$ cat config.mk
export PLATFORM = sky130hd
export DESIGN_NAME = spi_serial_port
export DESIGN_NICKNAME = d
export VERILOG_FILES = /design/src/hw/spi_rate_gen.v /design/src/hw/spi_sck_edges.v /design/src/hw/spi_serial_port.v
export VERILOG_INCLUDE_DIRS = /design/src /design/src/hw
export SDC_FILE = /design/constraint.sdc
export NUM_CORES = 1
export LEC_CHECK = 0
export ABC_AREA = 1
export BUFFER_PORTS_ARGS = -buffer_cell sky130_fd_sc_hd__clkbuf_2
export CAP_MARGIN = 0
export CORE_ASPECT_RATIO = 0.5
export CORE_MARGIN = 2
export CORE_UTILIZATION = 50
export DETAILED_ROUTE_END_ITERATION = 8
export PLACE_DENSITY = 0.73
export SKIP_CTS_REPAIR_TIMING = 1
export SLEW_MARGIN = 10
export SYNTH_ARGS = -nofsm -noshare
export SYNTH_HDL_FRONTEND = slang
export SYNTH_SLANG_ARGS = --single-unit
$ cat constraint.sdc
create_clock -name REF_CLK -period 3 [get_ports REF_CLK]
set_clock_uncertainty 0.1 [all_clocks]
set_input_delay 0.6 -clock REF_CLK [delete_from_list [all_inputs] [get_ports REF_CLK]]
set_output_delay 0.6 -clock REF_CLK [all_outputs]
set_load 0.03 [all_outputs]
$ cat src/hw/spi_port_map.vh
// Register map, field positions, mode codes and timing constants of the serial port.
`ifndef SPI_PORT_MAP_VH
`define SPI_PORT_MAP_VH

// ==========================================================================
// Register word offsets (byte addresses on the 32-bit bus)
`define OFS_SERIAL_STATUS      8'h00
`define OFS_SERIAL_CONTROL_ONE 8'h04
`define OFS_DATA_BUFFER        8'h08
`define OFS_RATE_RELOAD_VALUE  8'h0C
`define OFS_EVENT_FLAGS        8'h10

// ==========================================================================
// Field positions
`define ST_SAMPLE_PHASE_BIT    7
`define ST_CLOCK_EDGE_BIT      6
`define ST_BUFFER_FULL_BIT     0
`define C1_WRITE_COLL_BIT      7
`define C1_PORT_ENABLE_BIT     5
`define C1_CLOCK_POL_BIT       4
`define C1_MODE_HI             3
`define C1_MODE_LO             0
`define EV_PORT_FLAG_BIT       0

// ==========================================================================
// Reset values
`define RST_BYTE               8'h00

// ==========================================================================
// Role and rate codes of the mode field
`define MODE_MASTER_DIV4       4'h0
`define MODE_MASTER_DIV16      4'h1
`define MODE_MASTER_DIV64      4'h2
`define MODE_MASTER_TIMER      4'h3
`define MODE_SLAVE_SEL_ON      4'h4
`define MODE_SLAVE_SEL_OFF     4'h5
`define MODE_MASTER_RELOAD     4'hA

// ==========================================================================
// Half periods of the serial clock in system clocks, and bit timing
`define HALF_DIV4              10'h002
`define HALF_DIV16             10'h008
`define HALF_DIV64             10'h020
`define BITS_PER_BYTE          4'h8
`define LAST_BIT_INDEX         4'h7
`define EDGES_PER_BYTE         5'h10
`define EDGES_LATE_SAMPLE      5'h11
`define MIN_LATE_SAMPLE_EDGE   5'h02

`endif

$ cat src/hw/spi_rate_gen.v
// Master serial clock rate generator: one pulse per half period of the serial clock.
`timescale 1ns/10ps
`include "spi_port_map.vh"

module spi_rate_gen (
	// Clock and reset.
	input  wire       clk,
	input  wire       rst_n,
	input  wire       ce,
	// Control.
	input  wire       run,
	input  wire [3:0] mode,
	input  wire [7:0] reload,
	input  wire       timer_tick,
	// Half-period pulse.
	output reg        half_tick
);
	reg  [9:0] cnt_ff;
	reg  [9:0] half_len;

	// Half period length for each divided rate; reload gives 2*(reload+1).
	always @* begin
		case (mode)
			`MODE_MASTER_DIV16:  half_len = `HALF_DIV16;
			`MODE_MASTER_DIV64:  half_len = `HALF_DIV64;
			`MODE_MASTER_RELOAD: half_len = {1'b0, reload, 1'b0} + `HALF_DIV4;
			default:             half_len = `HALF_DIV4;
		endcase
	end

	// Counter restarts whenever the master is idle so the first half period is full length.
	always @(posedge clk or negedge rst_n) begin
		if (!rst_n) begin
			cnt_ff    <= 10'h000;
			half_tick <= 1'b0;
		end else if (ce) begin
			if (!run) begin
				cnt_ff    <= 10'h000;
				half_tick <= 1'b0;
			end else if (mode == `MODE_MASTER_TIMER) begin
				half_tick <= timer_tick; // Timer output halved: one toggle per timer pulse.
			end else if (cnt_ff == half_len - 10'h001) begin
				cnt_ff    <= 10'h000;
				half_tick <= 1'b1;
			end else begin
				cnt_ff    <= cnt_ff + 10'h001;
				half_tick <= 1'b0;
			end
		end
	end
endmodule // spi_rate_gen

$ cat src/hw/spi_sck_edges.v
// Leading and trailing edge detector for the serial clock seen by a slave.
`timescale 1ns/10ps

module spi_sck_edges (
	// Clock and reset.
	input  wire clk,
	input  wire rst_n,
	input  wire ce,
	// Clock pin and idle level.
	input  wire sck,
	input  wire idle_level,
	// Edge pulses.
	output reg  lead,
	output reg  trail
);
	reg prev_ff;

	// Leading edge leaves the idle level, trailing edge returns to it.
	always @(posedge clk or negedge rst_n) begin
		if (!rst_n) begin
			prev_ff <= 1'b0;
			lead    <= 1'b0;
			trail   <= 1'b0;
		end else if (ce) begin
			prev_ff <= sck;
			lead    <= (prev_ff == idle_level) && (sck != idle_level);
			trail   <= (prev_ff != idle_level) && (sck == idle_level);
		end
	end
endmodule // spi_sck_edges

$ cat src/hw/spi_serial_port.v
// SPI serial port with Wishbone register access, master and slave roles.
//
// The address map and the Wishbone register port were left to the implementer.
`timescale 1ns/10ps
`include "spi_port_map.vh"

// Summary of operation
// - One byte per transfer, MSb first
// - Input bit enters LSb while MSb leaves
// - Output on programmed edge, capture opposite edge (master end sampling captures on output edge)
// - Full byte copies to buffer, sets flags
// - Buffer write loads shift register directly
// - Write during shifting dropped, collision flagged
// - Buffer read clears buffer-full flag
// - Master write starts clocking at once
// - Receive-only master still posts each byte
// - Master rate: /4, /16, /64, timer, reload
// - Edge bit set: first bit early
// - Control fields pick role, polarity, rate; status bits pick phase
// - Sample phase: middle or end of bit
// - Status low six bits read-only
// - Shift register only reached via buffer
// - Unselected slave ignores bus, stays off
// - Master stops clock when data ends
// - Slave flags on last captured bit
// - Select-controlled slave drives only while selected
// - Port reset zeroes the bit counter
module spi_serial_port (
	// System clock, reset and clock enable.
	input  wire        REF_CLK,
	input  wire        RST_N,
	input  wire        CE,
	// Wishbone slave.
	input  wire        WB_CYC_I,
	input  wire        WB_STB_I,
	input  wire        WB_WE_I,
	input  wire [7:0]  WB_ADR_I,
	input  wire [3:0]  WB_SEL_I,
	input  wire [31:0] WB_DAT_I,
	output reg  [31:0] WB_DAT_O,
	output reg         WB_ACK_O,
	// Timer pulse used as a rate source.
	input  wire        TIMER_TICK,
	// Serial clock pin.
	input  wire        SCK_I,
	output reg         SCK_O,
	output reg         SCK_OE,
	// Serial data pins and slave select.
	input  wire        SDI,
	output reg         SDO,
	output reg         SDO_OE,
	input  wire        SS_N
);
	// ==========================================================================
	// Registers
	// All state below sits behind the clock enable; nothing moves while CE is low,
	// which also freezes a half-sent byte and the serial clock at their levels.
	reg  [7:0]  serial_status_ff;    // Only the two writable upper bits are stored.
	reg  [7:0]  serial_control_one_ff;
	reg  [7:0]  data_buffer_ff;
	reg  [7:0]  rate_reload_value_ff;
	reg         buffer_full_ff;
	reg         port_flag_ff;
	reg         write_coll_ff;
	reg  [7:0]  shift_register_ff;
	reg  [3:0]  bit_cnt_ff;
	reg  [4:0]  half_cnt_ff;
	reg         running_ff;

	// ==========================================================================
	// Decoded configuration
	wire [3:0]  mode      = serial_control_one_ff[`C1_MODE_HI:`C1_MODE_LO];
	wire        enabled   = serial_control_one_ff[`C1_PORT_ENABLE_BIT];
	wire        clk_pol   = serial_control_one_ff[`C1_CLOCK_POL_BIT];
	wire        clk_edge  = serial_status_ff[`ST_CLOCK_EDGE_BIT];
	wire        late_smp  = serial_status_ff[`ST_SAMPLE_PHASE_BIT];

	// Master role is every code that is not one of the two slave codes.
	// Unlisted codes therefore behave as a master at the fastest divided rate,
	// so a stray configuration still produces a bounded, well-formed byte.
	function is_slave;
		input [3:0] m;
		begin
			is_slave = (m == `MODE_SLAVE_SEL_ON) || (m == `MODE_SLAVE_SEL_OFF);
		end
	endfunction

	wire        master    = enabled && !is_slave(mode);
	wire        slave     = enabled && is_slave(mode);
	// A select-controlled slave is only alive while select is low.
	wire        sel_gate  = (mode != `MODE_SLAVE_SEL_ON) || !SS_N;
	wire        slave_on  = slave && sel_gate;
	wire        slave_rst = slave && !sel_gate;

	// ==========================================================================
	// Bus decode
	// Only byte lane zero carries a register, so only its enable gates writes.
	// A request is never taken while its own ack stands, so it acts once.
	wire        bus_req   = WB_CYC_I && WB_STB_I && !WB_ACK_O;
	wire        bus_wr    = bus_req && WB_WE_I && WB_SEL_I[0];
	wire        bus_rd    = bus_req && !WB_WE_I;
	wire        wr_status = bus_wr && (WB_ADR_I == `OFS_SERIAL_STATUS);
	wire        wr_ctrl   = bus_wr && (WB_ADR_I == `OFS_SERIAL_CONTROL_ONE);
	wire        wr_buf    = bus_wr && (WB_ADR_I == `OFS_DATA_BUFFER);
	wire        wr_reload = bus_wr && (WB_ADR_I == `OFS_RATE_RELOAD_VALUE);
	wire        wr_flags  = bus_wr && (WB_ADR_I == `OFS_EVENT_FLAGS);
	wire        rd_buf    = bus_rd && (WB_ADR_I == `OFS_DATA_BUFFER);

	// The port counts as shifting while the master clocks or a slave is mid-byte.
	// Limitation: a slave without select control that loses a clock pulse stays
	// mid-byte, refusing buffer writes, until software clears the enable bit.
	wire        busy      = running_ff || (bit_cnt_ff != 4'h0);
	wire        load_ok   = wr_buf && enabled && !busy && !write_coll_ff;
	wire        collide   = wr_buf && enabled && busy;

	// ==========================================================================
	// Rate generator and slave clock edges
	// The generator restarts on every start so each byte opens with a full half period, except at the timer rate.
	wire        half_tick;
	wire        sck_lead;
	wire        sck_trail;

	spi_rate_gen u_rate (
		.clk        (REF_CLK),
		.rst_n      (RST_N),
		.ce         (CE),
		.run        (running_ff),
		.mode       (mode),
		.reload     (rate_reload_value_ff),
		.timer_tick (TIMER_TICK),
		.half_tick  (half_tick)
	);

	spi_sck_edges u_edges (
		.clk        (REF_CLK),
		.rst_n      (RST_N),
		.ce         (CE),
		.sck        (SCK_I),
		.idle_level (clk_pol),
		.lead       (sck_lead),
		.trail      (sck_trail)
	);

	// ==========================================================================
	// Master edge schedule: half periods are numbered 1..16, odd ones lead.
	// With late sampling and output on leading edges the eighth sample needs
	// a seventeenth half period, which does not toggle the clock.
	wire [4:0]  half_nxt  = half_cnt_ff + 5'h01;
	wire [4:0]  last_half = (late_smp && !clk_edge) ? `EDGES_LATE_SAMPLE : `EDGES_PER_BYTE;
	wire        m_tick    = master && running_ff && half_tick;
	wire        m_out_par = clk_edge ? !half_nxt[0] : half_nxt[0];
	wire        m_toggle  = m_tick && (half_nxt <= `EDGES_PER_BYTE);
	wire        m_out     = m_toggle && m_out_par;
	// Middle sampling uses the other edge; end sampling uses the next output edge.
	wire        m_sample  = m_tick && (late_smp ?
		(m_out_par && (half_nxt >= `MIN_LATE_SAMPLE_EDGE)) :
		(!m_out_par && (half_nxt <= `EDGES_PER_BYTE)));
	wire        m_done    = m_tick && (half_nxt == last_half);

	// Slave edges: with the edge bit set data changes on the trailing edge.
	// The pin is taken as synchronous, and each edge is acted on two system
	// clocks after it appears; an outside clock must therefore hold each level
	// for more than two system clocks, or bits are missed.
	wire        s_out     = slave_on && (clk_edge ? sck_trail : sck_lead);
	wire        s_sample  = slave_on && (clk_edge ? sck_lead : sck_trail);

	wire        do_sample = m_sample || s_sample;
	wire        do_out    = m_out || s_out;
	wire [7:0]  sr_shift  = {shift_register_ff[6:0], SDI};
	// Slave posts on its eighth capture, master when its last half period ends.
	wire        s_done    = s_sample && (bit_cnt_ff == `LAST_BIT_INDEX);
	wire        rx_done   = m_done || s_done;
	wire [7:0]  rx_byte   = do_sample ? sr_shift : shift_register_ff;

	// ==========================================================================
	// Shift register, bit counter and serial output.
	// Software never addresses the shift register; it is loaded only through
	// a buffer write and read only through the buffer copy.
	always @(posedge REF_CLK or negedge RST_N) begin
		if (!RST_N) begin
			shift_register_ff <= `RST_BYTE;
			bit_cnt_ff        <= 4'h0;
			SDO               <= 1'b0;
		end else if (CE) begin
			if (!enabled || slave_rst) begin
				bit_cnt_ff <= 4'h0;
			end else if (load_ok) begin
				shift_register_ff <= WB_DAT_I[7:0];
				SDO               <= WB_DAT_I[7];
				bit_cnt_ff        <= 4'h0;
			end else begin
				if (do_sample) begin
					shift_register_ff <= sr_shift;
					if (bit_cnt_ff == `LAST_BIT_INDEX) begin
						bit_cnt_ff <= 4'h0;
					end else begin
						bit_cnt_ff <= bit_cnt_ff + 4'h1;
					end
				end
				// When output and capture share an edge the next bit is one lower.
				if (do_out) begin
					SDO <= do_sample ? shift_register_ff[6] : shift_register_ff[7];
				end
			end
		end
	end

	// ==========================================================================
	// Master sequencing: a buffer write starts the clock, the last half
	// period stops it and parks the line back at the idle level.
	always @(posedge REF_CLK or negedge RST_N) begin
		if (!RST_N) begin
			running_ff  <= 1'b0;
			half_cnt_ff <= 5'h00;
			SCK_O       <= 1'b0;
		end else if (CE) begin
			if (!master) begin
				running_ff  <= 1'b0;
				half_cnt_ff <= 5'h00;
				SCK_O       <= clk_pol;
			end else if (load_ok) begin
				running_ff  <= 1'b1;
				half_cnt_ff <= 5'h00;
				SCK_O       <= clk_pol;
			end else if (running_ff) begin
				if (m_toggle) begin
					SCK_O <= !SCK_O;
				end
				if (m_tick) begin
					half_cnt_ff <= half_nxt;
				end
				if (m_done) begin
					running_ff <= 1'b0;
				end
			end else begin
				SCK_O <= clk_pol;
			end
		end
	end

	// ==========================================================================
	// Pin drive enables are registered like every other pin, so they follow
	// select and configuration changes one clock later.
	// Pin drive enables. The data output runs in every master mode even when
	// only receiving; an outside direction setting may override it.
	always @(posedge REF_CLK or negedge RST_N) begin
		if (!RST_N) begin
			SCK_OE <= 1'b0;
			SDO_OE <= 1'b0;
		end else if (CE) begin
			SCK_OE <= master;
			SDO_OE <= master || slave_on;
		end
	end

	// ==========================================================================
	// The port and collision flags are cleared by software writing zero, so a read-modify-write that
	// races a new completion can wipe a flag it never saw set.
	// Receive buffer and status flags. A hardware set in the same cycle as a
	// software clear wins, so no completion is lost.
	always @(posedge REF_CLK or negedge RST_N) begin
		if (!RST_N) begin
			data_buffer_ff <= `RST_BYTE;
			buffer_full_ff <= 1'b0;
			port_flag_ff   <= 1'b0;
			write_coll_ff  <= 1'b0;
		end else if (CE) begin
			// The buffer is overwritten even while still full.
			if (rx_done) begin
				data_buffer_ff <= rx_byte;
			end else if (load_ok) begin
				data_buffer_ff <= WB_DAT_I[7:0];
			end
			if (rx_done) begin
				buffer_full_ff <= 1'b1;
			end else if (rd_buf) begin
				buffer_full_ff <= 1'b0;
			end
			if (rx_done) begin
				port_flag_ff <= 1'b1;
			end else if (wr_flags && !WB_DAT_I[`EV_PORT_FLAG_BIT]) begin
				port_flag_ff <= 1'b0;
			end
			if (collide) begin
				write_coll_ff <= 1'b1;
			end else if (wr_ctrl && !WB_DAT_I[`C1_WRITE_COLL_BIT]) begin
				write_coll_ff <= 1'b0;
			end
		end
	end

	// ==========================================================================
	// Configuration registers. Only the upper two status bits take writes.
	always @(posedge REF_CLK or negedge RST_N) begin
		if (!RST_N) begin
			serial_status_ff      <= `RST_BYTE;
			serial_control_one_ff <= `RST_BYTE;
			rate_reload_value_ff  <= `RST_BYTE;
		end else if (CE) begin
			if (wr_status) begin
				serial_status_ff <= {WB_DAT_I[7:6], 6'h00};
			end
			if (wr_ctrl) begin
				serial_control_one_ff <= WB_DAT_I[7:0];
			end
			if (wr_reload) begin
				rate_reload_value_ff <= WB_DAT_I[7:0];
			end
		end
	end

	// ==========================================================================
	// Bus answer: one wait state, ack lasts one cycle, unmapped reads give zero.
	// Read data is registered with the ack, so it stands exactly when the master
	// samples the ack and holds until the next read replaces it.
	always @(posedge REF_CLK or negedge RST_N) begin
		if (!RST_N) begin
			WB_ACK_O <= 1'b0;
			WB_DAT_O <= 32'h00000000;
		end else if (CE) begin
			WB_ACK_O <= bus_req;
			if (bus_rd) begin
				case (WB_ADR_I)
					`OFS_SERIAL_STATUS:      WB_DAT_O <= {24'h000000, serial_status_ff[7:6], 5'h00,
						buffer_full_ff};
					`OFS_SERIAL_CONTROL_ONE: WB_DAT_O <= {24'h000000, write_coll_ff,
						serial_control_one_ff[6:0]};
					`OFS_DATA_BUFFER:        WB_DAT_O <= {24'h000000, data_buffer_ff};
					`OFS_RATE_RELOAD_VALUE:  WB_DAT_O <= {24'h000000, rate_reload_value_ff};
					`OFS_EVENT_FLAGS:        WB_DAT_O <= {31'h00000000, port_flag_ff};
					default:                 WB_DAT_O <= 32'h00000000;
				endcase
			end
		end
	end
endmodule // spi_serial_port

* Word-level counts from Yosys, hierarchy flattened
Index checks and enable logic that the tools add are counted.
** Operators by class
- $add $sub $neg :: 5
- Magnitude comparators :: 2
- Equality and inequality tests :: 22
- Mux-type cells :: 42
- Bitwise logic cells :: 1
- Reduce and logical (&&, ||, !) cells :: 79
** Operator list (number)
- 8-bit case mux with 5 select lines :: 1
- 1-bit logical AND :: 35
- 8-bit two-way mux :: 4
- 10-bit two-way mux :: 3
- 10-bit case mux with 3 select lines :: 1
- 1-bit two-way mux :: 25
- 2-bit AND reduction :: 12
- 5-bit two-way mux :: 4
- 8-bit by 4-bit equality test with 1-bit output, second input constant :: 2
- 4-bit two-way mux :: 4
- 1-bit logical NOT :: 14
- 4-bit by 3-bit equality test with 1-bit output, second input constant :: 3
- 10-bit by 1-bit adder with 10-bit output, second input constant :: 1
- 9-bit by 2-bit adder with 10-bit output, second input constant :: 1
- 10-bit equality test :: 1
- 2-bit nonzero test :: 5
- 10-bit by 1-bit subtractor with 10-bit output, second input constant :: 1
- 4-bit by 2-bit equality test with 1-bit output, second input constant :: 2
- 8-bit by 3-bit equality test with 1-bit output, second input constant :: 1
- 8-bit by 5-bit equality test with 1-bit output, second input constant :: 1
- 8-bit logical NOT :: 1
- 1-bit logical OR :: 8
- 3-bit AND reduction :: 2
- 5-bit by 1-bit adder with 5-bit output, second input constant :: 1
- 16 further kinds :: 18
** Storage, ports and cells
- Register bits :: 97
- Bits of input ports :: 54
- Output and inout bits :: 37
- Word-level logic and storage cells :: 173

* Longest topological paths before layout
- Depth in word-level cells :: 11
- Depth in mapped cells :: 19
- Gate-level depth less buffers :: 19

* Cells and area by module
Synthesis repeated with hierarchy kept, for this count alone.
** Second synthesis, totals
- Cells, all modules :: 721
- Area, all modules :: 5134.9 µm²
** By module, submodules not included
- spi_serial_port :: instances 1, cells an instance 473, area each 3652.3 µm², sequential area each 1476.4 µm²
- spi_rate_gen :: instances 1, cells an instance 221, area each 1313.8 µm², sequential area each 275.3 µm²
- spi_sck_edges :: instances 1, cells an instance 27, area each 168.9 µm², sequential area each 75.1 µm²

* Worst setup path before layout
Ideal clock, no wire load.
- Path type :: register -> register
- Start :: register serial_control_one_ff[2]
- End :: register u_rate.cnt_ff[3]
- Library setup time :: 0.118 ns
- Arrival :: 2.200 ns
- Required time :: 2.782 ns
- Slack :: 0.582 ns
- Stages on the path, launching flop included :: 18
- Path buffers :: 0
- Clock period less this slack :: 2.418 ns
- Cells stage by stage :: dfrtp_1 inv_1 nand2_1 nor2_4 nand2_1 nand2_1 inv_1 ha_1 a21oi_1 o21ai_0 nor2_1 nand3_1 nor2_1 nand3_1 nor2_1 nand3_2 nand3b_1 nand2_1
** Between the ends
- Cells in the longest elaborated chain, start to end :: 7
- Elaborated cells between the ends (all ways) :: 12
- Classes of those cells :: 1 x add/sub; 6 x eq/ne; 4 x mux; 1 x reduce/logical
** Ends and longest elaborated chain
- from (decl) :: RTL line spi_serial_port.v:59 : reg [7:0] serial_control_one_ff;
- from (signal assigned) :: RTL line spi_serial_port.v:297 : serial_control_one_ff <= `RST_BYTE;
- from (signal assigned) :: RTL line spi_serial_port.v:304 : serial_control_one_ff <= WB_DAT_I[7:0];
- 4-bit equality test, or another cell as far along :: RTL line spi_rate_gen.v:23 : case (mode)
- 10-bit case mux with 3 select lines :: RTL line spi_rate_gen.v:23
- 10-bit by 1-bit subtractor with 10-bit output :: RTL line spi_rate_gen.v:42 : end else if (cnt_ff == half_len - 10'h001) begin
- 10-bit equality test :: RTL line spi_rate_gen.v:42
- 10-bit two-way mux :: RTL line spi_rate_gen.v:42
- 10-bit two-way mux :: RTL line spi_rate_gen.v:40 : end else if (mode == `MODE_MASTER_TIMER) begin
- 10-bit two-way mux :: RTL line spi_rate_gen.v:37 : if (!run) begin
- to (signal assigned) :: RTL line spi_rate_gen.v:46 : cnt_ff <= cnt_ff + 10'h001;
- to (decl) :: RTL line spi_rate_gen.v:18 : reg [9:0] cnt_ff;
Parallel ways exist; a longest one is shown, timed or not. The select of a mux whose other input is x is not followed.
A chain may end at the register's enable or synchronous reset.

* Final worst setup path
- Start :: register serial_control_one_ff[3]
- End :: register u_rate.cnt_ff[3]
Same word-level chain as after synthesis.

==> run metrics <==
outcome=complete, no violations; dominant cell type by area after synthesis=dfrtp_1; crit path buf inv count=1; final setup fails=0; Num CTS Buffers=9; final core occ=0.590; power density cells=434 mW/mm^2; H-tree levels=3; die area=0.0102 sq mm; slew margin rel.=0.379; Final Max Tran Viols=0; CP Class=reg -> reg; Fill cells=845; die height=72.3 microns; CP required=3.13 ns; vias after detailed routing=4262; max_cap viols=0; Antenna Cells=0; top cells by area, synth=dfrtp_1 39%, nand2_1 14%, o21ai_0 7.8%; reg2reg end=u_rate.cnt_ff[3]$_DFFE_PN0P_; Vias/cell=5.19; Data arrival, critical path=2.84 ns; post-DR wirelength/cell=13.4 microns; critical path cell sequence=nor2_1 > nand3_1 > nand2_1 > nand2_1 > inv_1 > ha_1 > a21oi_1 > o21ai_0 > nor2_1 > nand3_1 > nor2_1 > nand3_1 > nor2_1 > nand3_4 > nand3b_1 > nand2_1; maximum vdd drop=0.000316 V; #FFs+latches synth=73; clock-pin slew on the worst setup and hold paths=0.06 ns; FMAX=0.369 GHz; Post-DP HPWL=8090 microns; pin count of the biggest net entering global routing=74; Starting Density=0.525; most frequent CP cell=nor2_1; Synth top area share=0.392; total congestion overflow=0; min-delay worst type=in -> async; unrepaired setup endpoints after global routing=false; sequential cell area fraction in the yosys report=0.392; Rows=24; Leakage=0.00265 uW; cell class contributing the biggest share of worst-path delay=simple AND/OR/NAND/NOR gates; worst reg2reg setup slack=0.29 ns; Worst Reg-to-Reg Cells=16; worst-margin pin slew=0.931 ns; initial detailed-routing violation count=309; Post-synth EDFFs=0; DR pass1 iterations=4; CP Capture Type=flop; Core Footprint=0.00889 sq mm; area added between synthesis and finish=12.4%; Clock Tree Root=clkbuf_16; CTS tree=built; first-pass GRT wire length=18500 microns; Setup WS pre-CTS=0.268 ns; CTS Sinks=73; Final period util=0.904; routed wire length=11000 microns; Synth Instances=651; crit path from=serial_control_one_ff[3]$_DFFE_PN0P_; worst skew pair latency=0.34 ns; Port-buffer cells=39; Synth Area per Inst=7.17 sq um; Worst R2R Start=serial_control_one_ff[3]$_DFFE_PN0P_; Cell Area, Placed=0.00493 sq mm; # IOs=91; GRT Util Overall=0.231; Final Hold Viols=0; Synth async-reset ratio=1.00; Die Wd=141 microns; Total Power=2270 uW; Largest stage delay, worst path=0.42 ns; Post-synth top flop=dfrtp_1; final setup TNS=0 ns; Longest Clk Path Bufs=2; Final ANT Viol Nets=0; clock period minus worst slack=2.71 ns; CP Max Fanout=10; gpl congestion=0.901; Slowest-stage cell, CP=dfrtp_1; synth warn=0; Remaining DRCs=0; critical path startpoint category=flop; fin area=0.00524 sq mm; setup ws final=0.288 ns; mapped cell area=0.00467 sq mm; vias in the first global route=3816; layout cells sized above 1=0.122; initial antenna violation count=0; Cell variety after synth=42; nets=760
[per-stage QoR]
stage               cells  hold slack [ns]
finish                821            0.302
global route          821            0.380
CTS                   821            0.339
detailed placement    805            0.367
global placement      805            0.366
floorplan             674            0.204
[power breakdown]
group / switching (uW) / total [uW] / internal [uW]
logic: 109 / 137 / 28.0
clock network: 411 / 1140 / 728
registers: 5.34 / 998 / 992
total: 525 / 2270 / 1750
[cell usage after synthesis (8+ instances only)]
| master | n |
|---|---|
| nand2_1 | 178 |
| inv_1 | 87 |
| dfrtp_1 | 73 |
| o21ai_0 | 73 |
| nand3_1 | 51 |
| nor2_1 | 39 |
| buf_4 | 25 |
| a21oi_1 | 21 |
| nor3_1 | 11 |
| xor2_1 | 9 |
| nand4_1 | 8 |
[flip-flops by register name (all words and copies together) (netlist names), 2 cells and up]
| name | count |
|---|---|
| shift_register_ff | 8 |
| bit_cnt_ff | 4 |
| serial_control_one_ff | 7 |
| half_cnt_ff | 5 |
| serial_status_ff | 2 |
| WB_DAT_O | 8 |
| u_rate.cnt_ff | 10 |
| data_buffer_ff | 8 |
| rate_reload_value_ff | 8 |
[layout by cell type (no fill, tap or decap), types with 6 or more instances in the layout]
master     instances
a21oi_1           21
a221oi_1           6
buf_4             11
clkbuf_16          9
clkbuf_2          38
conb_1            24
dfrtp_1           73
ha_1               7
inv_1             87
nand2_1          178
nand3_1           51
nand4_1            8
nor2_1            39
nor3_1            11
o21ai_0           73
xor2_1             9
[worst max-delay path by stage]
stage / end / cells after the start
detailed placement: u_rate.cnt_ff[3]$_DFFE_PN0P_ / 16
floorplan: u_rate.cnt_ff[3]$_DFFE_PN0P_ / 17
CTS: u_rate.cnt_ff[3]$_DFFE_PN0P_ / 16
finish: u_rate.cnt_ff[3]$_DFFE_PN0P_ / 16
global placement: u_rate.cnt_ff[3]$_DFFE_PN0P_ / 16
global route: u_rate.cnt_ff[5]$_DFFE_PN0P_ / 17
[cell families after synthesis]
kind of cell,count (synthesis),synth area share
simple gates,312,0.296
buf+inv,126,0.125
compound gates,119,0.143
flops,73,0.392
xor+xnor,13,0.0244
fa+ha+maj,7,0.0188
other cells,1,0.000804
[metal layers]
layer  global-route usage  vias up  routed length (microns)
li1                     -     2170                        -
met3               0.0587       15                      650
met2                0.380      113                     4980
met1                0.316     1964                     5240
met5                    0        -                        0
met4               0.0467        0                      108
[layout make-up]
| class | instances | area (sq um) | area share |
|---|---|---|---|
| Sequential cell | 73 | 1830 | 0.348 |
| Tap cell | 117 | 146 | 0.0279 |
| Timing Repair Buffer | 49 | 273 | 0.0520 |
| Multi-Input combinational cell | 475 | 2350 | 0.448 |
| Clock inverter | 3 | 65.1 | 0.0124 |
| Clock buffer | 13 | 240 | 0.0458 |
| Inverter | 91 | 343 | 0.0654 |
Note: power is estimated with default switching activity, not from simulation.
